==> config.mk <==
export PLATFORM = sky130hd
export DESIGN_NAME = sfs_regs
export DESIGN_NICKNAME = d
export VERILOG_FILES = /design/src/core/sfs_pkg.sv /design/src/core/sfs_regs.sv
export SDC_FILE = /design/constraint.sdc
export NUM_CORES = 1
export LEC_CHECK = 0
export BUFFER_PORTS_ARGS = -buffer_cell sky130_fd_sc_hd__buf_2
export CORE_MARGIN = 1
export CORE_UTILIZATION = 60
export DETAILED_ROUTE_END_ITERATION = 16
export PLACE_DENSITY = 0.85
export SYNTH_ARGS = -nofsm -noshare
export SYNTH_HDL_FRONTEND = slang
export SYNTH_SLANG_ARGS = --single-unit
==> constraint.sdc <==
create_clock -name clk_i -period 6.03 [get_ports clk_i]
set_clock_uncertainty 0.15 [all_clocks]
set_input_delay 0.3015 -clock clk_i [delete_from_list [all_inputs] [get_ports clk_i]]
set_output_delay 0.3015 -clock clk_i [all_outputs]
set_load 0.03 [all_outputs]
==> src/core/sfs_pkg.sv <==
package sfs_pkg;
	// Register indices; byte address on the bus is four times the index
	localparam logic [7:0] IDX_FLASH_UNLOCK = 8'hC9;
	localparam logic [7:0] IDX_T2_RELOAD_LO = 8'hCA;
	localparam logic [7:0] IDX_T2_RELOAD_HI = 8'hCB;
	localparam logic [7:0] IDX_T2_COUNT_LO = 8'hCC;
	localparam logic [7:0] IDX_T2_COUNT_HI = 8'hCD;
	localparam logic [7:0] IDX_EXTRA_ACC2 = 8'hCE;
	localparam logic [7:0] IDX_EXTRA_ACC3 = 8'hCF;
	localparam logic [7:0] IDX_STATUS_WORD = 8'hD0;
	localparam logic [7:0] IDX_PWM0_HI = 8'hD1;
	localparam logic [7:0] IDX_PWM0_LO = 8'hD2;
	localparam logic [7:0] IDX_PWM1_HI = 8'hD3;
	localparam logic [7:0] IDX_PWM1_LO = 8'hD4;
	localparam logic [7:0] IDX_PWM2_HI = 8'hD5;
	localparam logic [7:0] IDX_PWM2_LO = 8'hD6;
	localparam logic [7:0] IDX_CLOCK_CTRL = 8'hD8;
	localparam logic [7:0] IDX_IRQ_STATUS = 8'hE0;
	localparam logic [7:0] IDX_IRQ_MASK = 8'hE1;

	// Field positions
	localparam int BIT_UNLOCK_ACTIVE = 7;
	localparam int BIT_TIMEOUT = 6;
	localparam int BIT_CARRY = 7;
	localparam int BIT_HALF_CARRY = 6;
	localparam int BIT_USER_FLAG_ZERO = 5;
	localparam int BIT_BANK_HIGH = 4;
	localparam int BIT_BANK_LOW = 3;
	localparam int BIT_SIGNED_RANGE = 2;
	localparam int BIT_USER_FLAG_ONE = 1;
	localparam int BIT_PARITY = 0;
	localparam int BIT_SLOW_OSC_KIND = 7;
	localparam int BIT_IRQ_TIMEOUT = 0;

	// Unlock codes of the flash write unlock register
	localparam logic [7:0] CODE_WRITE_LOW = 8'h4A;
	localparam logic [7:0] CODE_WRITE_HIGH = 8'h4C;
	localparam logic [7:0] CODE_ERASE_LOW = 8'hBA;
	localparam logic [7:0] CODE_ERASE_HIGH = 8'hBC;

	// Reset values
	localparam logic [7:0] RST_BYTE = 8'h00;
	localparam logic [7:0] RST_DUTY_HI_CH0 = 8'h80;
	localparam logic [7:0] RST_DUTY_HI_CH1 = 8'h80;
	localparam logic [7:0] RST_DUTY_HI_CH2 = 8'h80;
	localparam logic [7:0] RST_DUTY_LO = 8'h00;
	localparam logic [7:0] RST_IRQ_MASK = 8'h00;
	localparam int PWM_CHANNELS = 3;
endpackage

==> src/core/sfs_regs.sv <==
`timescale 1ns/10ps
// What this block does
// - Timeout sets read-only flag, unlock bit six
// - Flag clears while either unlock register zero
// - Timer2 reload bytes at CAh/CBh, reset 00h
// - Timer2 count bytes at CCh/CDh, reset 00h
// - Two extra accumulators CEh/CFh, reset 00h
// - Status word carry, half-carry, overflow, parity bits
// - Status word bank select and two user flags
// - Duty highs of channels 0-2 reset 80h
// - Channel 1 duty at D3h/D4h, same ordering
// - Channel 2 duty at D5h/D6h, same ordering
// - Slow oscillator kind writable only on fast clock
// - Kind 0 selects RC, 1 selects crystal
// - Non-code unlock write disables, clears timeout flag
module sfs_regs #(
	parameter int ADR_W = 10
) (
	input wire logic clk_i,
	input wire logic rst_i,
	input wire logic wb_cyc_i,
	input wire logic wb_stb_i,
	input wire logic wb_we_i,
	input wire logic [ADR_W-1:0] wb_adr_i,
	input wire logic [3:0] wb_sel_i,
	input wire logic [31:0] wb_dat_i,
	output logic [31:0] wb_dat_o,
	output logic wb_ack_o,
	input wire logic program_timeout_i,
	input wire logic [7:0] eeprom_write_unlock_i,
	input wire logic fast_clock_select_i,
	output logic flash_write_enable_o,
	output logic [15:0] timer2_reload_o,
	output logic [15:0] timer2_count_o,
	output logic [7:0] extra_accumulator_two_o,
	output logic [7:0] extra_accumulator_three_o,
	output logic [7:0] processor_status_word_o,
	output logic [47:0] pwm_duty_o,
	output logic slow_rc_osc_en_o,
	output logic slow_crystal_osc_en_o,
	output logic irq_o
);
	localparam int PWM_N = sfs_pkg::PWM_CHANNELS;
	logic access;
	logic wr;
	logic rd;
	logic [7:0] idx;
	logic [7:0] wbyte;
	logic [7:0] flash_write_unlock;
	logic unlock_active;
	logic program_timeout_flag;
	logic [7:0] timer2_reload_low;
	logic [7:0] timer2_reload_high;
	logic [7:0] timer2_count_low;
	logic [7:0] timer2_count_high;
	logic [7:0] extra_accumulator_two;
	logic [7:0] extra_accumulator_three;
	logic [7:0] processor_status_word;
	logic slow_osc_kind;
	logic [7:0] irq_status;
	logic [7:0] irq_mask;
	logic [7:0] duty_hi [PWM_N];
	logic [7:0] duty_lo [PWM_N];
	logic [7:0] lo_write_buf [PWM_N];
	logic [7:0] lo_read_latch [PWM_N];
	logic [7:0] next_rdata;
	logic adr_in_window;
	logic wr_flash_unlock;
	logic wr_t2_reload_lo;
	logic wr_t2_reload_hi;
	logic wr_t2_count_lo;
	logic wr_t2_count_hi;
	logic wr_extra_acc2;
	logic wr_extra_acc3;
	logic wr_status_word;
	logic wr_clock_ctrl;
	logic wr_irq_status;
	logic wr_irq_mask;

	// Request taken on the first cycle of a strobe; ack follows one edge later
	assign access = wb_cyc_i & wb_stb_i & ~wb_ack_o;
	assign wr = access & wb_we_i & wb_sel_i[0];
	assign rd = access & ~wb_we_i;
	assign wbyte = wb_dat_i[7:0];

	// Only aligned addresses inside the first 1 KiB map; the rest decode to an unused index
	assign adr_in_window = (wb_adr_i[1:0] == 2'h0) && ((wb_adr_i >> 10) == '0);
	assign idx = adr_in_window ? wb_adr_i[9:2] : 8'hFF;

	// Per-register write strobes; a write with sel[0] low reaches none of them
	assign wr_flash_unlock = wr && (idx == sfs_pkg::IDX_FLASH_UNLOCK);
	assign wr_t2_reload_lo = wr && (idx == sfs_pkg::IDX_T2_RELOAD_LO);
	assign wr_t2_reload_hi = wr && (idx == sfs_pkg::IDX_T2_RELOAD_HI);
	assign wr_t2_count_lo = wr && (idx == sfs_pkg::IDX_T2_COUNT_LO);
	assign wr_t2_count_hi = wr && (idx == sfs_pkg::IDX_T2_COUNT_HI);
	assign wr_extra_acc2 = wr && (idx == sfs_pkg::IDX_EXTRA_ACC2);
	assign wr_extra_acc3 = wr && (idx == sfs_pkg::IDX_EXTRA_ACC3);
	assign wr_status_word = wr && (idx == sfs_pkg::IDX_STATUS_WORD);
	assign wr_clock_ctrl = wr && (idx == sfs_pkg::IDX_CLOCK_CTRL);
	assign wr_irq_status = wr && (idx == sfs_pkg::IDX_IRQ_STATUS);
	assign wr_irq_mask = wr && (idx == sfs_pkg::IDX_IRQ_MASK);

	// Single-cycle ack; unmapped indices still answer, reading zero
	always_ff @(posedge clk_i) begin
		if (rst_i) begin
			wb_ack_o <= 1'b0;
		end else begin
			wb_ack_o <= access;
		end
	end

	// Unlock is active only while a defined code is held
	always_comb begin
		unique case (flash_write_unlock)
			sfs_pkg::CODE_WRITE_LOW, sfs_pkg::CODE_WRITE_HIGH,
			sfs_pkg::CODE_ERASE_LOW, sfs_pkg::CODE_ERASE_HIGH: unlock_active = 1'b1;
			default: unlock_active = 1'b0;
		endcase
	end

	// Any byte is stored; only the defined codes make it an active unlock
	always_ff @(posedge clk_i) begin
		if (rst_i) begin
			flash_write_unlock <= sfs_pkg::RST_BYTE;
		end else if (wr_flash_unlock) begin
			flash_write_unlock <= wbyte;
		end
	end

	// Timeout flag: set wins so an event coinciding with a clear is kept
	always_ff @(posedge clk_i) begin
		if (rst_i) begin
			program_timeout_flag <= 1'b0;
		end else if (program_timeout_i) begin
			program_timeout_flag <= 1'b1;
		end else if (!unlock_active || eeprom_write_unlock_i == 8'h00) begin
			program_timeout_flag <= 1'b0;
		end
	end

	// Reload low byte; counting lives elsewhere, this only holds the software value
	always_ff @(posedge clk_i) begin
		if (rst_i) begin
			timer2_reload_low <= sfs_pkg::RST_BYTE;
		end else if (wr_t2_reload_lo) begin
			timer2_reload_low <= wbyte;
		end
	end

	// Reload high byte; the pair is only coherent once both halves are written
	always_ff @(posedge clk_i) begin
		if (rst_i) begin
			timer2_reload_high <= sfs_pkg::RST_BYTE;
		end else if (wr_t2_reload_hi) begin
			timer2_reload_high <= wbyte;
		end
	end

	// Count low byte as last written by software
	always_ff @(posedge clk_i) begin
		if (rst_i) begin
			timer2_count_low <= sfs_pkg::RST_BYTE;
		end else if (wr_t2_count_lo) begin
			timer2_count_low <= wbyte;
		end
	end

	// Count high byte; no arbitration against a running counter is done here
	always_ff @(posedge clk_i) begin
		if (rst_i) begin
			timer2_count_high <= sfs_pkg::RST_BYTE;
		end else if (wr_t2_count_hi) begin
			timer2_count_high <= wbyte;
		end
	end

	// First extra accumulator, plain read/write byte
	always_ff @(posedge clk_i) begin
		if (rst_i) begin
			extra_accumulator_two <= sfs_pkg::RST_BYTE;
		end else if (wr_extra_acc2) begin
			extra_accumulator_two <= wbyte;
		end
	end

	// Second extra accumulator, plain read/write byte
	always_ff @(posedge clk_i) begin
		if (rst_i) begin
			extra_accumulator_three <= sfs_pkg::RST_BYTE;
		end else if (wr_extra_acc3) begin
			extra_accumulator_three <= wbyte;
		end
	end

	// Status word: flags, bank select and user flags are all writable as one byte
	always_ff @(posedge clk_i) begin
		if (rst_i) begin
			processor_status_word <= sfs_pkg::RST_BYTE;
		end else if (wr_status_word) begin
			processor_status_word <= wbyte;
		end
	end

	// Oscillator kind may only change while running from the fast clock
	always_ff @(posedge clk_i) begin
		if (rst_i) begin
			slow_osc_kind <= 1'b0;
		end else if (wr_clock_ctrl && fast_clock_select_i) begin
			slow_osc_kind <= wbyte[sfs_pkg::BIT_SLOW_OSC_KIND];
		end
	end

	// Per-channel duty pair with write buffer and read latch for coherent 16-bit access
	genvar ch;
	generate
		for (ch = 0; ch < PWM_N; ch++) begin : g_pwm
			localparam logic [7:0] HI_IDX = 8'(sfs_pkg::IDX_PWM0_HI + 8'(2 * ch));
			localparam logic [7:0] LO_IDX = 8'(sfs_pkg::IDX_PWM0_LO + 8'(2 * ch));
			localparam logic [7:0] HI_RST = (ch == 0) ? sfs_pkg::RST_DUTY_HI_CH0 :
				(ch == 1) ? sfs_pkg::RST_DUTY_HI_CH1 : sfs_pkg::RST_DUTY_HI_CH2;
			// Low byte waits here until its high byte arrives
			always_ff @(posedge clk_i) begin
				if (rst_i) begin
					lo_write_buf[ch] <= sfs_pkg::RST_DUTY_LO;
				end else if (wr && idx == LO_IDX) begin
					lo_write_buf[ch] <= wbyte;
				end
			end
			// High write commits both halves at once, so the duty never shows a torn value
			always_ff @(posedge clk_i) begin
				if (rst_i) begin
					duty_hi[ch] <= HI_RST;
					duty_lo[ch] <= sfs_pkg::RST_DUTY_LO;
				end else if (wr && idx == HI_IDX) begin
					duty_hi[ch] <= wbyte;
					duty_lo[ch] <= lo_write_buf[ch];
				end
			end
			// High read freezes the low half for the read that follows
			always_ff @(posedge clk_i) begin
				if (rst_i) begin
					lo_read_latch[ch] <= sfs_pkg::RST_DUTY_LO;
				end else if (rd && idx == HI_IDX) begin
					lo_read_latch[ch] <= duty_lo[ch];
				end
			end
			// Committed duty for the waveform generator, registered once more
			always_ff @(posedge clk_i) begin
				if (rst_i) begin
					pwm_duty_o[16*ch +: 16] <= {HI_RST, sfs_pkg::RST_DUTY_LO};
				end else begin
					pwm_duty_o[16*ch +: 16] <= {duty_hi[ch], duty_lo[ch]};
				end
			end
		end
	endgenerate

	// Mask is plain storage; it only gates the level output
	always_ff @(posedge clk_i) begin
		if (rst_i) begin
			irq_mask <= sfs_pkg::RST_IRQ_MASK;
		end else if (wr_irq_mask) begin
			irq_mask <= wbyte;
		end
	end

	// Timeout event is sticky; writing one clears, but a new event wins
	always_ff @(posedge clk_i) begin
		if (rst_i) begin
			irq_status <= sfs_pkg::RST_BYTE;
		end else begin
			irq_status[7:1] <= 7'h00; // Unused event bits read zero
			if (program_timeout_i) begin
				irq_status[sfs_pkg::BIT_IRQ_TIMEOUT] <= 1'b1;
			end else if (wr_irq_status && wbyte[sfs_pkg::BIT_IRQ_TIMEOUT]) begin
				irq_status[sfs_pkg::BIT_IRQ_TIMEOUT] <= 1'b0;
			end
		end
	end

	// Read mux; low duty reads come from the latch taken at the high read
	always_comb begin
		next_rdata = 8'h00;
		unique case (idx)
			sfs_pkg::IDX_FLASH_UNLOCK: begin
				next_rdata[sfs_pkg::BIT_UNLOCK_ACTIVE] = unlock_active;
				next_rdata[sfs_pkg::BIT_TIMEOUT] = program_timeout_flag;
			end
			sfs_pkg::IDX_T2_RELOAD_LO: next_rdata = timer2_reload_low;
			sfs_pkg::IDX_T2_RELOAD_HI: next_rdata = timer2_reload_high;
			sfs_pkg::IDX_T2_COUNT_LO: next_rdata = timer2_count_low;
			sfs_pkg::IDX_T2_COUNT_HI: next_rdata = timer2_count_high;
			sfs_pkg::IDX_EXTRA_ACC2: next_rdata = extra_accumulator_two;
			sfs_pkg::IDX_EXTRA_ACC3: next_rdata = extra_accumulator_three;
			sfs_pkg::IDX_STATUS_WORD: next_rdata = processor_status_word;
			sfs_pkg::IDX_PWM0_HI: next_rdata = duty_hi[0];
			sfs_pkg::IDX_PWM0_LO: next_rdata = lo_read_latch[0];
			sfs_pkg::IDX_PWM1_HI: next_rdata = duty_hi[1];
			sfs_pkg::IDX_PWM1_LO: next_rdata = lo_read_latch[1];
			sfs_pkg::IDX_PWM2_HI: next_rdata = duty_hi[2];
			sfs_pkg::IDX_PWM2_LO: next_rdata = lo_read_latch[2];
			sfs_pkg::IDX_CLOCK_CTRL: next_rdata[sfs_pkg::BIT_SLOW_OSC_KIND] = slow_osc_kind;
			sfs_pkg::IDX_IRQ_STATUS: next_rdata = irq_status;
			sfs_pkg::IDX_IRQ_MASK: next_rdata = irq_mask;
			default: next_rdata = 8'h00;
		endcase
	end

	// Read data is captured at the taking edge and stands until the next read
	always_ff @(posedge clk_i) begin
		if (rst_i) begin
			wb_dat_o <= 32'h0000_0000;
		end else if (rd) begin
			wb_dat_o <= {24'h00_0000, next_rdata};
		end
	end

	// Unlock state for the flash controller; registered so it never glitches
	always_ff @(posedge clk_i) begin
		if (rst_i) begin
			flash_write_enable_o <= 1'b0;
		end else begin
			flash_write_enable_o <= unlock_active;
		end
	end

	// Reload pair for the counter; one cycle behind the byte registers
	always_ff @(posedge clk_i) begin
		if (rst_i) begin
			timer2_reload_o <= {sfs_pkg::RST_BYTE, sfs_pkg::RST_BYTE};
		end else begin
			timer2_reload_o <= {timer2_reload_high, timer2_reload_low};
		end
	end

	// Count pair as software last left it; one cycle behind the byte registers
	always_ff @(posedge clk_i) begin
		if (rst_i) begin
			timer2_count_o <= {sfs_pkg::RST_BYTE, sfs_pkg::RST_BYTE};
		end else begin
			timer2_count_o <= {timer2_count_high, timer2_count_low};
		end
	end

	// Accumulator copies for the arithmetic unit
	always_ff @(posedge clk_i) begin
		if (rst_i) begin
			extra_accumulator_two_o <= sfs_pkg::RST_BYTE;
			extra_accumulator_three_o <= sfs_pkg::RST_BYTE;
		end else begin
			extra_accumulator_two_o <= extra_accumulator_two;
			extra_accumulator_three_o <= extra_accumulator_three;
		end
	end

	// Status word copy; bank select reaches the register file one cycle late
	always_ff @(posedge clk_i) begin
		if (rst_i) begin
			processor_status_word_o <= sfs_pkg::RST_BYTE;
		end else begin
			processor_status_word_o <= processor_status_word;
		end
	end

	// Exactly one slow source enabled; the RC one is the safe choice out of reset
	always_ff @(posedge clk_i) begin
		if (rst_i) begin
			slow_rc_osc_en_o <= 1'b1;
			slow_crystal_osc_en_o <= 1'b0;
		end else begin
			slow_rc_osc_en_o <= ~slow_osc_kind;
			slow_crystal_osc_en_o <= slow_osc_kind;
		end
	end

	// Level interrupt, high while any unmasked status bit stands
	always_ff @(posedge clk_i) begin
		if (rst_i) begin
			irq_o <= 1'b0;
		end else begin
			irq_o <= |(irq_status & irq_mask);
		end
	end
endmodule

Word-level counts from Yosys, hierarchy flattened
Memories as Yosys holds them, arrays and structs flattened. Cells that the tools add are included.

Flip-flop bits (word level): 199. Bits in latches: 0. Memory bits (writable): 96. Bits in read-only memories: 0. Bits of input ports: 61. Word-level logic and storage cells: 153. Memories: 4.

$add $sub $neg: 0. Multiply operators: 0. Divide/modulo/power cells: 0. Order comparisons: 0. Equality and inequality tests: 21. Shift operators: 0. Mux-type cells: 50. Bitwise gates (word level): 21. Reductions and logical operators: 30.

Memories: duty_hi (depth 3, bits a word 8, rd ports 3, clocked after memory_dff 0, wr ports 3, RTL line sfs_regs.sv:62) `logic [7:0] duty_hi [PWM_N];`; duty_lo (depth 3, bits a word 8, rd ports 3, clocked after memory_dff 0, wr ports 3, RTL line sfs_regs.sv:63) `logic [7:0] duty_lo [PWM_N];`; lo_read_latch (depth 3, bits a word 8, rd ports 3, clocked after memory_dff 0, wr ports 3, RTL line sfs_regs.sv:65) `logic [7:0] lo_read_latch [PWM_N];`; lo_write_buf (depth 3, bits a word 8, rd ports 3, clocked after memory_dff 0, wr ports 3, RTL line sfs_regs.sv:64) `logic [7:0] lo_write_buf [PWM_N];`.

Operator list (count): $eq A8 B8 Y1 const B (19); $mux W8 (13); $pmux W6 S15 (1); $mux W1 (34); $logic_and A1 B1 Y1 (22); $pmux W1 S17 (1); $eq A8 B7 Y1 const B (2); $pmux W1 S16 (1); $or A1 B1 Y1 (12); $and A8 B8 Y8 (1); $logic_not A8 Y1 (1); $reduce_or A8 Y1 (1); $and A1 B1 Y1 (5); $reduce_bool A2 Y1 (2); $reduce_or A4 Y1 (1); $not A1 Y1 (3); $logic_not A2 Y1 (1); $logic_not A1 Y1 (1); $logic_or A1 B1 Y1 (1).

Logic depth before layout (Yosys ltp)
Gate-level depths: netlist (run 1).

Depth in word-level cells: 9. Gate-level depth with buffers: 9. Gate-level depth less buffers: 6.

Worst setup path before layout (run 1)
No wires, ideal clock.

Kind: input-to-reg. From: input port wb_adr_i[0]. To: memory duty_hi[1][0], enable pin. Library setup time: 0.367 ns. Arrival: 1.936 ns. Required time: 5.513 ns. Setup slack: 3.577 ns. Stages: 6. Path through: buf_4 -> nor4b_4 -> nand2_1 -> nor2_1 -> clkbuf_1 -> a21o_1.

RTL lines: start, declared (RTL line sfs_regs.sv:24) `input wire logic [ADR_W-1:0] wb_adr_i,`; end, declared (RTL line sfs_regs.sv:62).

==> results.txt, run 1 <==
- Total number of H-tree levels: 1
* Mean Syn Cell Area: 11.0 µm²
- Count of boundary I/O pins: 202
- In this run the tightest slew margin relative to its limit is 19.0%.
- Input and output buffers added on the ports amount to 150.
- Cells fill 71.4% of the core in the end.
* Number of clock sinks seen by CTS: 288
- The number of global-route vias before repair came to 7247.
- The run finished with clean final reports.
- Counting the buffers created by CTS gives 28.
- Power spread over the standard cell area amounts to 309 mW/mm².
* R2R Setup Slk: 3.32 ns
* CTS clock-pin slew for the worst setup and hold paths: 0.06 ns
* Number of antenna violations at the first check in global routing: 2
* Max Slew Vio Count: 0
* Estimated wirelength of the detail-placed design: 19.2 mm
- Final weighted congestion in routability-driven placement: 0.980
- Entering global routing, the biggest net connects 117 pins.
- For this run, the total global-route usage over all layers was measured as 30.0%.
- Clock Latency Late Sink: 0.54 ns
* Setup TNS after final layout: 0 ns
- In this run, synthesis inferred 96 flip-flops with an integrated enable.
* Number of diodes: 0
- Counting every instance in the synthesized netlist gives 1007.
* Worst Setup EP: duty_hi[1][2]$_SDFFCE_PN0P_
- Die outline area: 0.0190 mm²
* Post-CTS repair timing setup buffer count: 0
- Leading cell types in the layout, fill and taps excluded: sky130_fd_sc_hd__dfxtp_1 (192), sky130_fd_sc_hd__buf_2 (149), sky130_fd_sc_hd__nor2b_1 (113), sky130_fd_sc_hd__edfxtp_1 (96), sky130_fd_sc_hd__nor2_1 (81)
* Ordered list of cells on the worst path: buf_2, nor4b_4, nand2_1, nor2_1, a21o_1
- Pre-CTS worst setup slack: 2.79 ns
* Overall power consumption: 0.00398 W
* Number of vias per cell after detailed routing: 5.81
- Post-Synthesis Cell Area: 0.0111 mm²
- Drt drc: 0
* Pleak: 5.57 nW
- From bottom edge to top edge, the die measures 138 µm.
* Capturing element type of the critical path: register
* Number of hold-repair buffers added at the cts stage: 7
- After synthesis, the cell types taking the most area are sky130_fd_sc_hd__dfxtp_1 (35%), sky130_fd_sc_hd__edfxtp_1 (26%), sky130_fd_sc_hd__nor2b_1 (6.4%), sky130_fd_sc_hd__mux2i_1 (5.2%), sky130_fd_sc_hd__and2_1 (4.1%).
- Detailed routing inserted a total of 8058 vias.
- Start of the worst register-to-register path: wb_ack_o$_SDFF_PP0_
- Count of maximum capacitance violations: 0
- Post-route antenna net violation count: 0
- In this run the worst path has a maximum fanout of 16.
* Worst endpoint data arrival time: 2.81 ns
* Worst EP required: 6.05 ns
* Crit. path cell count: 5
* Worst Tran Pin Value: 1.21 ns
- The number of placed instances, taps included, is 1329.
- The clock period could shrink to 2.79 ns.
- The Yosys step of the flow raised 0 warnings.
* Crit path launch type: primary input
- Grouping stages by cell kind, the critical path spends the most delay in simple AND/OR/NAND/NOR gates.
- The tightest min-delay check is of the primary input to register type.
- Final Routed Wirelength: 28.5 mm
* Post-synthesis to final-layout area growth: 16.2%
- Crit path buffers/inverters: 1
- Maximum clock path buffer count: 3
- Setup violations remaining at the end of the flow were counted as 0.
* Setup crit start: wb_adr_i[1]
- The total overflow left after global routing is 0.
- CTS tree: done
* Flip-flop and latch count after synthesis: 288
* Top_reg_cell synth: sky130_fd_sc_hd__dfxtp_1
- The final critical path takes up 46.3% of the cycle.
* Leading cell type in the layout, fill and taps excluded: sky130_fd_sc_hd__dfxtp_1
- Buffer type at the clock tree root: sky130_fd_sc_hd__clkbuf_16
* Fill cell total of the finished layout: 1284
* Share of layout cells above drive strength 1: 19.6%
- The largest total area in the synthesized netlist belongs to sky130_fd_sc_hd__dfxtp_1.
* DRC violation total after the first TritonRoute iteration: 880
* PostCTS Resize Cnt: 0
- First-pass GRT wire length: 41.8 mm
- Layout Nets: 1198
* Starting Density: 61.4%
* Post-route setup slack: 3.24 ns
- Ys async rst share: 0%
- The floorplan has 49 rows.
* Post-synth top area share: 34.7%
- The worst-case IR drop observed on VDD is 0.269 mV.
- Worst setup path class: primary input to register
* Std-Cell Core Area: 0.0180 mm²
- Die extent in x: 138 µm
- The count of endpoints failing hold in the final timing report was 0.
- Number of detailed-routing iterations run before antenna repair: 6
- In this run the critical register-to-register path is captured at timer2_count_low[3]$_SDFFE_PP0P_.
* Number of cells on the worst reg-to-reg path: 7
- Setup repair after global routing left no endpoint under its margin.
* Average wire length per cell after detail routing: 20.6 µm
- Cell with the biggest individual delay on the critical path: sky130_fd_sc_hd__nor2_1
- Synthesis instantiated 62 different standard cells from the library.
- Highest achievable clock rate: 358 MHz
* Worst path max stage delay: 0.63 ns
- The share of the Yosys chip area taken by registers is 60.8%.
- Number of non-filler instances in the completed layout: 1387
[area by class of cell]
class | count | area, µm² | share of cell area, %
flip-flops and latches | 288 | 6730 | 52.3
inverters | 5 | 18.8 | 0.146
multi-input cells | 646 | 3980 | 31.0
repair buffers | 168 | 910 | 7.07
clock buffers | 43 | 881 | 6.85
clock inverters | 8 | 56.3 | 0.438
well taps | 229 | 287 | 2.23
[state kept, by name, indices dropped and copies added, names as in the netlist, 16 cells and up]
register and flops:
duty_lo 24, timer2_reload_o 16, lo_write_buf 24, duty_hi 24, lo_read_latch 24, pwm_duty_o 48, timer2_count_o 16
[worst register-to-register path: cells and delay by family, from the launching register on]
family / cells / cell delay, ns
compound gates: 1 / 0.07
buf+inv: 1 / 0.28
flops: 1 / 0.31
simple gates: 5 / 1.74
[metrics by stage]
| stage | hold slack (ns) | instance area (µm²) |
|---|---|---|
| 4_1_cts | 0.0523 | 12900 |
| 3_5_place_dp | 0.312 | 11900 |
| 3_3_place_gp | 0.303 | 11900 |
| 5_1_grt | 0.0807 | 12900 |
| 2_1_floorplan | 0.269 | 11200 |
| 6_report | 0.0435 | 12900 |
[how the worst min path moves through the flow]
stage	from	end	slack, ns	cells past startpoint
floorplan	program_timeout_i	irq_status[0]$_SDFFE_PP0P_	0.27	2
global placement	timer2_count_low[5]$_SDFFE_PP0P_	timer2_count_low[5]$_SDFFE_PP0P_	0.30	2
detailed placement	timer2_count_low[4]$_SDFFE_PP0P_	timer2_count_low[4]$_SDFFE_PP0P_	0.31	2
CTS	rst_i	pwm_duty_o[30]$_SDFF_PP0_	0.05	2
global route	wb_dat_i[0]	timer2_count_low[0]$_SDFFE_PP0P_	0.08	3
finish	rst_i	pwm_duty_o[29]$_SDFF_PP0_	0.04	2
[logic make-up (layout without fill, tap and decap cells)]
logic type | after synthesis | after routing | synth area share, %
AOI/OAI and AO/OA | 124 | 124 | 7.56
other | 1 | 24 | 0.0339
buffers and inverters | 96 | 224 | 4.23
DFF | 288 | 288 | 60.8
muxes | 65 | 65 | 5.96
and+or+nand+nor | 432 | 432 | 21.4
xor gates and xnor gates | 1 | 1 | 0.0791
[cell usage after synthesis, drive strengths merged, types with 2 or more instances]
cell,instances
a32o,2
a222oi,3
nor4,6
o21ai,17
a211oi,2
nor3b,3
a21o,4
o31ai,3
a221oi,2
nor2b,113
mux2,7
nor3,9
or2,4
nand2b,7
o21bai,2
and4b,3
and3b,2
or3,2
mux2i,58
nand2,56
buf,33
nor2,82
or4,2
and2,73
a31o,3
and3,20
nor4b,4
nand3,38
dfxtp,192
edfxtp,96
a22o,6
a31oi,9
a21oi,34
o22ai,4
nand4,4
a22oi,15
a32oi,8
inv,5
clkbuf,58
[power by group]
part,total (W),switching [W],internal (W)
Sequential,0.00205,0.0000145,0.00204
Combinational,0.000204,0.000158,0.0000460
Clock,0.00172,0.000717,0.00101
[metal layers]
layer	part of all wire (%)	global-route usage [%]	vias up
li1	-	-	3711
met2	45	45.5	449
met3	10	6.73	56
met5	0.046	0	-
met1	42	42.4	3840
met4	2.8	10.1	2
(Power assumes the default switching activity.)
==> run 2, diff against run 1 <==
--- a/config.mk
+++ b/config.mk
@@ -7,9 +7,9 @@
 export LEC_CHECK = 0
 export BUFFER_PORTS_ARGS = -buffer_cell sky130_fd_sc_hd__buf_2
 export CORE_MARGIN = 1
-export CORE_UTILIZATION = 60
+export CORE_UTILIZATION = 50
 export DETAILED_ROUTE_END_ITERATION = 16
-export PLACE_DENSITY = 0.85
+export PLACE_DENSITY = 0.76
 export SYNTH_ARGS = -nofsm -noshare
 export SYNTH_HDL_FRONTEND = slang
 export SYNTH_SLANG_ARGS = --single-unit
==> constraint.sdc (replaced) <==
create_clock -name clk_i -period 2.3 [get_ports clk_i]
set_clock_uncertainty 0.15 [all_clocks]
set_input_delay 0.115 -clock clk_i [delete_from_list [all_inputs] [get_ports clk_i]]
set_output_delay 0.115 -clock clk_i [all_outputs]
set_load 0.03 [all_outputs]
==> run 2 against run 1 <==
  * Cell count rose by 8.8%
  * Critical path type unchanged
  * Sequential share of layout area shrank 2.7 points
  * Total power rose to 2.7 times the previous value
  * Global-route usage decreased by 3.4 points
  * Clock-buffer cell count fell by 5
==> results.txt, run 2 (synthesis gave the netlist of run 1 again) <==
* Run status: finished, final reports clean
- Number of clock sinks seen by CTS: 288 (unchanged)
* Maximum number of pins on one net before global-route repair: 133 (+14%)
- The proportion of layout cells with a drive suffix above 1 was 23.8% (+4.2 points).
* Number of diodes: 0 (unchanged)
* Number of stages on the worst hold path: 6 (+4)
- The HPWL after detailed placement is 20.7 mm (+7.9%).
- Remaining global-route overflow: 0 (unchanged)
- R2R Setup Slk: 0.08 ns (-3.24 ns)
- Starting Density: 50.9% (-11 points)
- The logic gate share of total power was 5.7% (+0.6 points).
- The peak supply drop is 0.517 mV (+92%).
- The library cell used most frequently in the layout, excluding fill and tap cells, is sky130_fd_sc_hd__dfxtp_1.
- Subtracting the final worst setup slack from the clock period gives 2.28 ns.
- The area of the core was 0.0218 mm² (+21%).
* Capturing element type of the critical path: register
* Internal Pwr Total: 0.00820 W (+170%)
- Worst EP required: 2.43 ns (-3.62 ns)
- The clock tree buffer depth was 3 (unchanged).
- Largest register FFs: 48 (unchanged)
- The worst-skew pair later-pin latency was 0.54 ns (about the same).
* Worst Tran Pin Value: 0.634 ns (-0.571 ns)
* Count of buffers from port buffering: 150 (unchanged)
* Layout Nets: 1269 (+5.9%)
- Register containing the most flip-flops in the final layout: pwm_duty_o
- The number of global-route vias before repair came to 7613 (+5.1%).
- The proportion of total power due to net switching was 22.3% (-0.074 points).
* Die height: 151 µm (+9.4%)
- CTS tree: done
- Relative to the synthesized area, the layout overhead comes to 22.5%.
- Endpoint with the worst hold slack: timer2_reload_high[1]$_SDFFE_PP0P_
* Headroom to the max-slew limit: 57.6% (+39 points)
- Cts bufs inserted: 28 (unchanged)
- Inst Count DP: 1439 (+8.3%)
- The final core area utilization is 62.3% (-9.0 points).
- The number of H-tree levels is 1 (unchanged).
- The first-pass detailed-route iteration total was 7 (+1).
* Post-CTS repair timing setup buffer count: 0 (unchanged)
- Drt drc: 0 (unchanged)
- Crit path buffers/inverters: 6 (+5)
* Number of failing hold endpoints at the final stage: 0 (unchanged)
- Fill cell total of the finished layout: 1754 (+37%)
- The total I/O pin count was 202 (unchanged).
- Site Rows: 54 (+10%)
- The worst register-to-register path ends at timer2_reload_low[7]$_SDFFE_PP0P_.
- The post-detailed-routing wire length came to 30.3 mm (+6.2%).
- The startpoint identified for the worst hold timing path is wb_adr_i[6].
* Number of cells on the worst reg-to-reg path: 8 (+1)
- The maximum fanout encountered on the critical timing path is 16 (unchanged).
* CTS clock-pin slew for the worst setup and hold paths: 0.07 ns (about the same)
- The remaining number of nets flagged by the antenna check after routing was 0 (unchanged).
* Cell with the biggest individual delay on the critical path: sky130_fd_sc_hd__dlygate4sd3_1
- Highest achievable clock rate: 438 MHz
* Power per unit of standard cell area: 778 mW/mm² (+150%)
* Pleak: 5.92 nW (+6.2%)
* Die outline area: 0.0227 mm² (+20%)
- Part of the total power dissipated in sequential elements: 51.0% (-0.6 points)
- The worst hold path belongs to the class primary input to register.
- The cell that appears most often on the critical path is sky130_fd_sc_hd__buf_4.
- The number of max-slew violations in the final report came to 0 (unchanged).
- The clock share of power was 43.3% (about the same).
* Aggregate global-route resource usage: 26.6% (-3.4 points)
- The global-route wire length before repair is 44.9 mm (+7.5%).
- The final setup violation count came to 0 (unchanged).
- The routability congestion estimate was 0.965 (-1.5%).
- Number of non-filler instances in the completed layout: 1509 (+8.8%)
* Leading cell types in the layout, fill and taps excluded: sky130_fd_sc_hd__dfxtp_1 (192), sky130_fd_sc_hd__buf_2 (149), sky130_fd_sc_hd__nor2b_1 (113), sky130_fd_sc_hd__edfxtp_1 (96), sky130_fd_sc_hd__nor2_1 (78)
* Crit path launch type: primary input
- The power spent charging and discharging nets is 0.00235 W (+160%).
* Worst endpoint data arrival time: 2.42 ns (-0.39 ns)
- The critical path is of the primary input to register type.
- The largest incremental delay on the critical path came to 0.53 ns (-0.10 ns).
* Total via count in the routed design: 8342 (+3.5%)
- DRC violation total after the first TritonRoute iteration: 704 (-20%)
- Ordered list of cells on the worst path: dlygate4sd3_1, buf_2, buf_4, nor4bb_2, buf_4, nand2_1, buf_4, nor3_1, buf_4, nand2b_1
- Buffer type at the clock tree root: sky130_fd_sc_hd__clkbuf_16
- The overall die width was 151 µm (+9.4%).
* Start of the worst register-to-register path: wb_ack_o$_SDFF_PP0_
- Delay-heaviest family, CP: buffers and inverters
* Number of vias per cell after detailed routing: 5.53 (-4.8%)
* Number of antenna violations at the first check in global routing: 1 (-1)
- Of the available clock period, the critical path in the final layout requires 99.3%.
- Average wire length per cell after detail routing: 20.1 µm (-2.4%)
- Count of maximum capacitance violations: 0 (unchanged)
- RSZ-0062 raised after global routing: yes
[run 2: worst reg2reg max path: cells and delay by family (launching register included)]
family / cells / cell delay [ns]
multiplexers: 1 / 0.15
AND/OR/NAND/NOR: 4 / 0.54
flip-flops: 1 / 0.31
buffers and inverters: 3 / 0.96
[run 2: worst max-delay path by stage]
stage,from,end,cells past startpoint
after floorplan,wb_ack_o$_SDFF_PP0_,duty_hi[0][0]$_SDFFCE_PN0P_,5
after global placement,wb_adr_i[1],timer2_reload_high[2]$_SDFFE_PP0P_,7
after detailed placement,wb_adr_i[1],timer2_reload_high[3]$_SDFFE_PP0P_,7
after CTS,wb_adr_i[7],timer2_reload_high[6]$_SDFFE_PP0P_,8
after global routing,wb_ack_o$_SDFF_PP0_,timer2_reload_low[7]$_SDFFE_PP0P_,8
final,wb_adr_i[5],duty_hi[1][7]$_SDFFCE_PN1P_,10
[run 2: through the flow]
step	setup TNS, ns	total power, W	hold WS, ns	cell area, µm²	setup slack (ns)
floorplan	0	0.00584	0.0824	11200	0.0157
global placement	0	0.00605	0.229	12400	0.000772
detailed placement	-0.959	0.00605	0.236	12400	-0.134
CTS	0	0.0106	0.0508	13500	0.0165
global route	-0.0653	0.0108	0.0947	13600	-0.0653
finish	0	0.0105	0.0721	13600	0.0159
[run 2: cell type report]
type,count,area [µm²],area share [%]
clock inverter,13,121,0.895
clock buffer,38,811,5.98
timing repair buffer,239,1520,11.2
tap,280,350,2.58
sequential,288,6730,49.6
inverter,5,18.8,0.138
multi-input combinational,646,4010,29.5
[run 2: metal layers]
| metal | global-route usage [%] | routed length [µm] | vias up |
|---|---|---|---|
| li1 | - | - | 3852 |
| met1 | 37.3 | 12700 | 3970 |
| met2 | 41.9 | 13800 | 449 |
| met3 | 4.61 | 2840 | 71 |
| met4 | 8.45 | 915 | 0 |
| met5 | 0 | 0 | - |
[run 2: power by group through the flow]
| stage | Clock [W] | Sequential, W | Combinational (W) |
|---|---|---|---|
| 2_1_floorplan | 0 | 0.00553 | 0.000307 |
| 5_1_grt | 0.00483 | 0.00538 | 0.000633 |
| 3_3_place_gp | 0 | 0.00548 | 0.000564 |
| 4_1_cts | 0.00462 | 0.00538 | 0.000594 |
| 3_5_place_dp | 0 | 0.00549 | 0.000568 |
| 6_report | 0.00457 | 0.00538 | 0.000605 |
[run 2: timing repair]
action	in CTS	in global routing
hold buffers	19	0
hold endpoints to repair	76	0
resized for setup	0	9
endpoints found under the setup margin	0	55
==> run 3, diff against run 2 <==
--- a/config.mk
+++ b/config.mk
@@ -7,9 +7,10 @@
 export LEC_CHECK = 0
 export BUFFER_PORTS_ARGS = -buffer_cell sky130_fd_sc_hd__buf_2
 export CORE_MARGIN = 1
-export CORE_UTILIZATION = 50
+export CORE_UTILIZATION = 55
 export DETAILED_ROUTE_END_ITERATION = 16
-export PLACE_DENSITY = 0.76
+export GPL_TIMING_DRIVEN = 0
+export PLACE_DENSITY_LB_ADDON = 0.2
 export SYNTH_ARGS = -nofsm -noshare
 export SYNTH_HDL_FRONTEND = slang
 export SYNTH_SLANG_ARGS = --single-unit
==> constraint.sdc (replaced) <==
create_clock -name clk_i -period 2.15 [get_ports clk_i]
set_clock_uncertainty 0.15 [all_clocks]
set_input_delay 0.1075 -clock clk_i [delete_from_list [all_inputs] [get_ports clk_i]]
set_output_delay 0.1075 -clock clk_i [all_outputs]
set_load 0.03 [all_outputs]
==> run 3 against run 2 <==
  * The flow now finishes with violations (setup timing)
  * Sequential power up 6.9%
  * Critical path depth is 3 lower
  * Critical endpoint is now wb_dat_o[1]$_SDFFE_PP0P_
  * Core utilization increased by 7.2 points
  * Total power is 5.3% higher
  * Flip-flop and latch count did not move
  * Cell area is 0.42% higher
  * Clock-buffer cell count rose by 5
  * Combinational power increased by 18%
  * Non-clock buffer count up 27
  * Routed wire length rose by 9.9%
  * Global-route usage increased by 6.1 points
  * First-iteration DRC count rose by 13%
==> results.txt, run 3 (synthesis gave the netlist of run 1 again) <==
- The area of the core came to 0.0196 mm² (-10%).
- Buffer type at the clock tree root: sky130_fd_sc_hd__clkbuf_16
- The initial antenna violation count came to 1 (unchanged).
- The tightest slew margin relative to the limit came to 33.5% (-24 points).
- The flip-flop count of the largest register after layout was 48 (unchanged).
- The met2 global-route usage was 48.0% (+6.1 points).
* Worst IR drop on VDD: 0.541 mV (+4.6%)
* Worst path max stage delay: 0.58 ns (+0.05 ns)
- The leakage dissipation is 5.93 nW (+0.18%).
- The largest net degree at the start of global routing is 17 (-87%).
- For this run, the top clock speed supported by timing is 455 MHz.
* Clock Latency Late Sink: 0.54 ns (about the same)
* Total via count in the routed design: 8681 (+4.1%)
- The setup slack after layout came to -0.0460 ns (-0.0618 ns).
* CTS tree: done
* Crit path launch type: primary input
- The layer flagged by global routing as most heavily used is met2.
- Number of vias per cell after detailed routing: 5.71 (+3.2%)
- The largest individual stage delay along the critical path comes from the cell sky130_fd_sc_hd__nor4b_2.
- Maximum clock path buffer count: 3 (unchanged)
- The global routing usage on met3 came to 7.40% (+2.8 points).
- The filler cell count is 1508 (-14%).
- Worst setup path class: primary input to register
* Estimated wirelength of the detail-placed design: 23.4 mm (+13%)
- Die extent in x: 144 µm (-4.6%)
- Max Slew Vio Count: 0 (unchanged)
- pwm_duty_o holds more flip-flops than any other register.
* Inst Count DP: 1442 (+0.21%)
- Number of clock sinks seen by CTS: 288 (unchanged)
* Met1 routing resource usage after global routing: 46.0% (+8.7 points)
- The actual transition at the worst max-transition pin is 0.998 ns (+0.364 ns).
- Aggregate global-route resource usage: 32.7% (+6.1 points)
* Min Tclk post-route: 2.20 ns
* Die height: 144 µm (-4.6%)
- The final core area utilization is 69.5% (+7.2 points).
- Relative to the synthesized area, the layout overhead comes to 23.0%.
* Count of maximum capacitance violations: 0 (unchanged)
- The number of buffers added on ports came to 147 (-2.0%).
- Walking the worst path, the cells encountered are buf_2, buf_2, nor4b_2, clkbuf_1, nand3_1, and3_1, a32oi_1.
- The remaining number of nets flagged by the antenna check after routing came to 0 (unchanged).
* Count of boundary I/O pins: 202 (unchanged)
* Capturing element type of the critical path: register
- The final routed wire length divided by cell count is 21.9 µm (+9.0%).
* Worst EP required: 2.46 ns (+0.03 ns)
- Counting stages on the worst path, the most repeated cell is sky130_fd_sc_hd__buf_2.
* Worst endpoint data arrival time: 2.51 ns (+0.09 ns)
* Number of detailed-routing iterations run before antenna repair: 6 (-1)
* CTS clock-pin slew for the worst setup and hold paths: 0.07 ns (about the same)
- Number of non-filler instances in the completed layout: 1521 (+0.80%)
* First-pass GRT wire length: 48.6 mm (+8.3%)
* Cts bufs inserted: 28 (unchanged)
- The maximum fanout encountered on the critical timing path is 10 (-6).
* Overall power consumption: 0.0111 W (+5.3%)
- Number of failing hold endpoints at the final stage: 0 (unchanged)
* Die outline area: 0.0207 mm² (-9.0%)
- Final worst-path cycle share: 102%
- Run status: finished, violations left
- The path class of the tightest hold or removal check is primary input to register.
- The power density relative to cell area came to 816 mW/mm² (+4.9%).
- The total overflow reported by the global router is 0 (unchanged).
- Vias in the first global route: 8013 (+5.3%)
- Total number of H-tree levels: 1 (unchanged)
* Leading cell types in the layout, fill and taps excluded: sky130_fd_sc_hd__dfxtp_1 (192), sky130_fd_sc_hd__buf_2 (153), sky130_fd_sc_hd__nor2b_1 (113), sky130_fd_sc_hd__edfxtp_1 (96), sky130_fd_sc_hd__nor2_1 (76)
- Final Routed Wirelength: 33.3 mm (+9.9%)
- The count of standard-cell rows is 51 (-5.6%).
- The DRC violation total after the first TritonRoute iteration came to 797 (+13%).
- The number of remaining DRC errors was 0 (unchanged).
* Final setup violation count: 9 (+9)
- Layout Nets: 1297 (+2.2%)
* Share of layout cells above drive strength 1: 23.0% (-0.75 points)
- The starting utilization of the core area was 56.5% (+5.6 points).
* Leading cell type in the layout, fill and taps excluded: sky130_fd_sc_hd__dfxtp_1
- Violated checks: setup timing
- The number of diodes was 0 (unchanged).
- The routability congestion estimate was 0.962 (-0.34%).
-- run 3: changes by cell type in the layout (fill, tap and decap cells not counted), sizes merged --
cell / change
dlygate4sd3: +2
clkbuf: +62
buf: -32
clkinv: -3
a31o: +1
inv: +1
clkinvlp: -2
bufinv: -2
-- run 3: cell type report --
class / instances / area, µm² / area share (%)
plain buffers: 90 / 484 / 3.56
multi-input cells: 647 / 4160 / 30.5
repair buffers: 176 / 1020 / 7.48
clock inverters: 7 / 57.6 / 0.423
inverters: 5 / 18.8 / 0.138
well taps: 265 / 332 / 2.44
clock buffers: 43 / 817 / 6.00
flip-flops and latches: 288 / 6730 / 49.4
-- run 3: critical path, delay by kind of cell --
family / cells / cell delay [ns]
buffers and inverters: 3 / 1.02
AO/OA/AOI/OAI: 1 / 0.19
AND/OR/NAND/NOR: 3 / 1.19
-- run 3: worst paths after layout --
kind / startpoint / to / slack, ns / cells past startpoint
hold reg to reg: irq_status[0]$_SDFFE_PP0P_ / irq_o$_SDFF_PP0_ / 0.32 / 2
setup reg to reg: wb_ack_o$_SDFF_PP0_ / duty_hi[0][1]$_SDFFCE_PN0P_ / 0.03 / 6
setup / recovery: wb_adr_i[3] / wb_dat_o[1]$_SDFFE_PP0P_ / -0.05 / 7
hold / removal: wb_cyc_i / wb_dat_o[7]$_SDFFE_PP0P_ / 0.1 / 7
-- run 3: power breakdown --
group	switching (W)	internal [W]	leakage (nW)	total (W)
registers	0.0000429	0.00571	2.53	0.00575
clock network	0.00202	0.00262	0.431	0.00464
logic	0.000511	0.000204	2.96	0.000715
total	0.00257	0.00854	5.93	0.0111
-- run 3: through the flow --
stage                     cell area, µm²  hold WS [ns]  TNS (ns)  setup slack [ns]
after floorplan                    11200        0.0749         0            0.0412
after global placement             12200         0.203   -150.40            -0.928
after detailed placement           12200         0.204   -152.82             -1.01
after CTS                          13600         0.101         0           0.00310
after global routing               13600         0.134  -0.00694          -0.00694
final                              13600        0.0966    -0.324           -0.0460
-- run 3: routing by layer --
metal / share of wire [%] / up-vias
li1: - / 3915
met1: 42 / 4132
met2: 43 / 542
met3: 11 / 92
met4: 4.4 / 0
met5: 0 / -
-- run 3: what timing repair did --
item	in CTS	in global routing
setup buffers	7	1
gates resized for setup	37	25
gates cloned	1	0
endpoints found under the hold margin	50	0
endpoints found under the setup margin	228	150
hold buffers	22	0
pin swaps	4	1
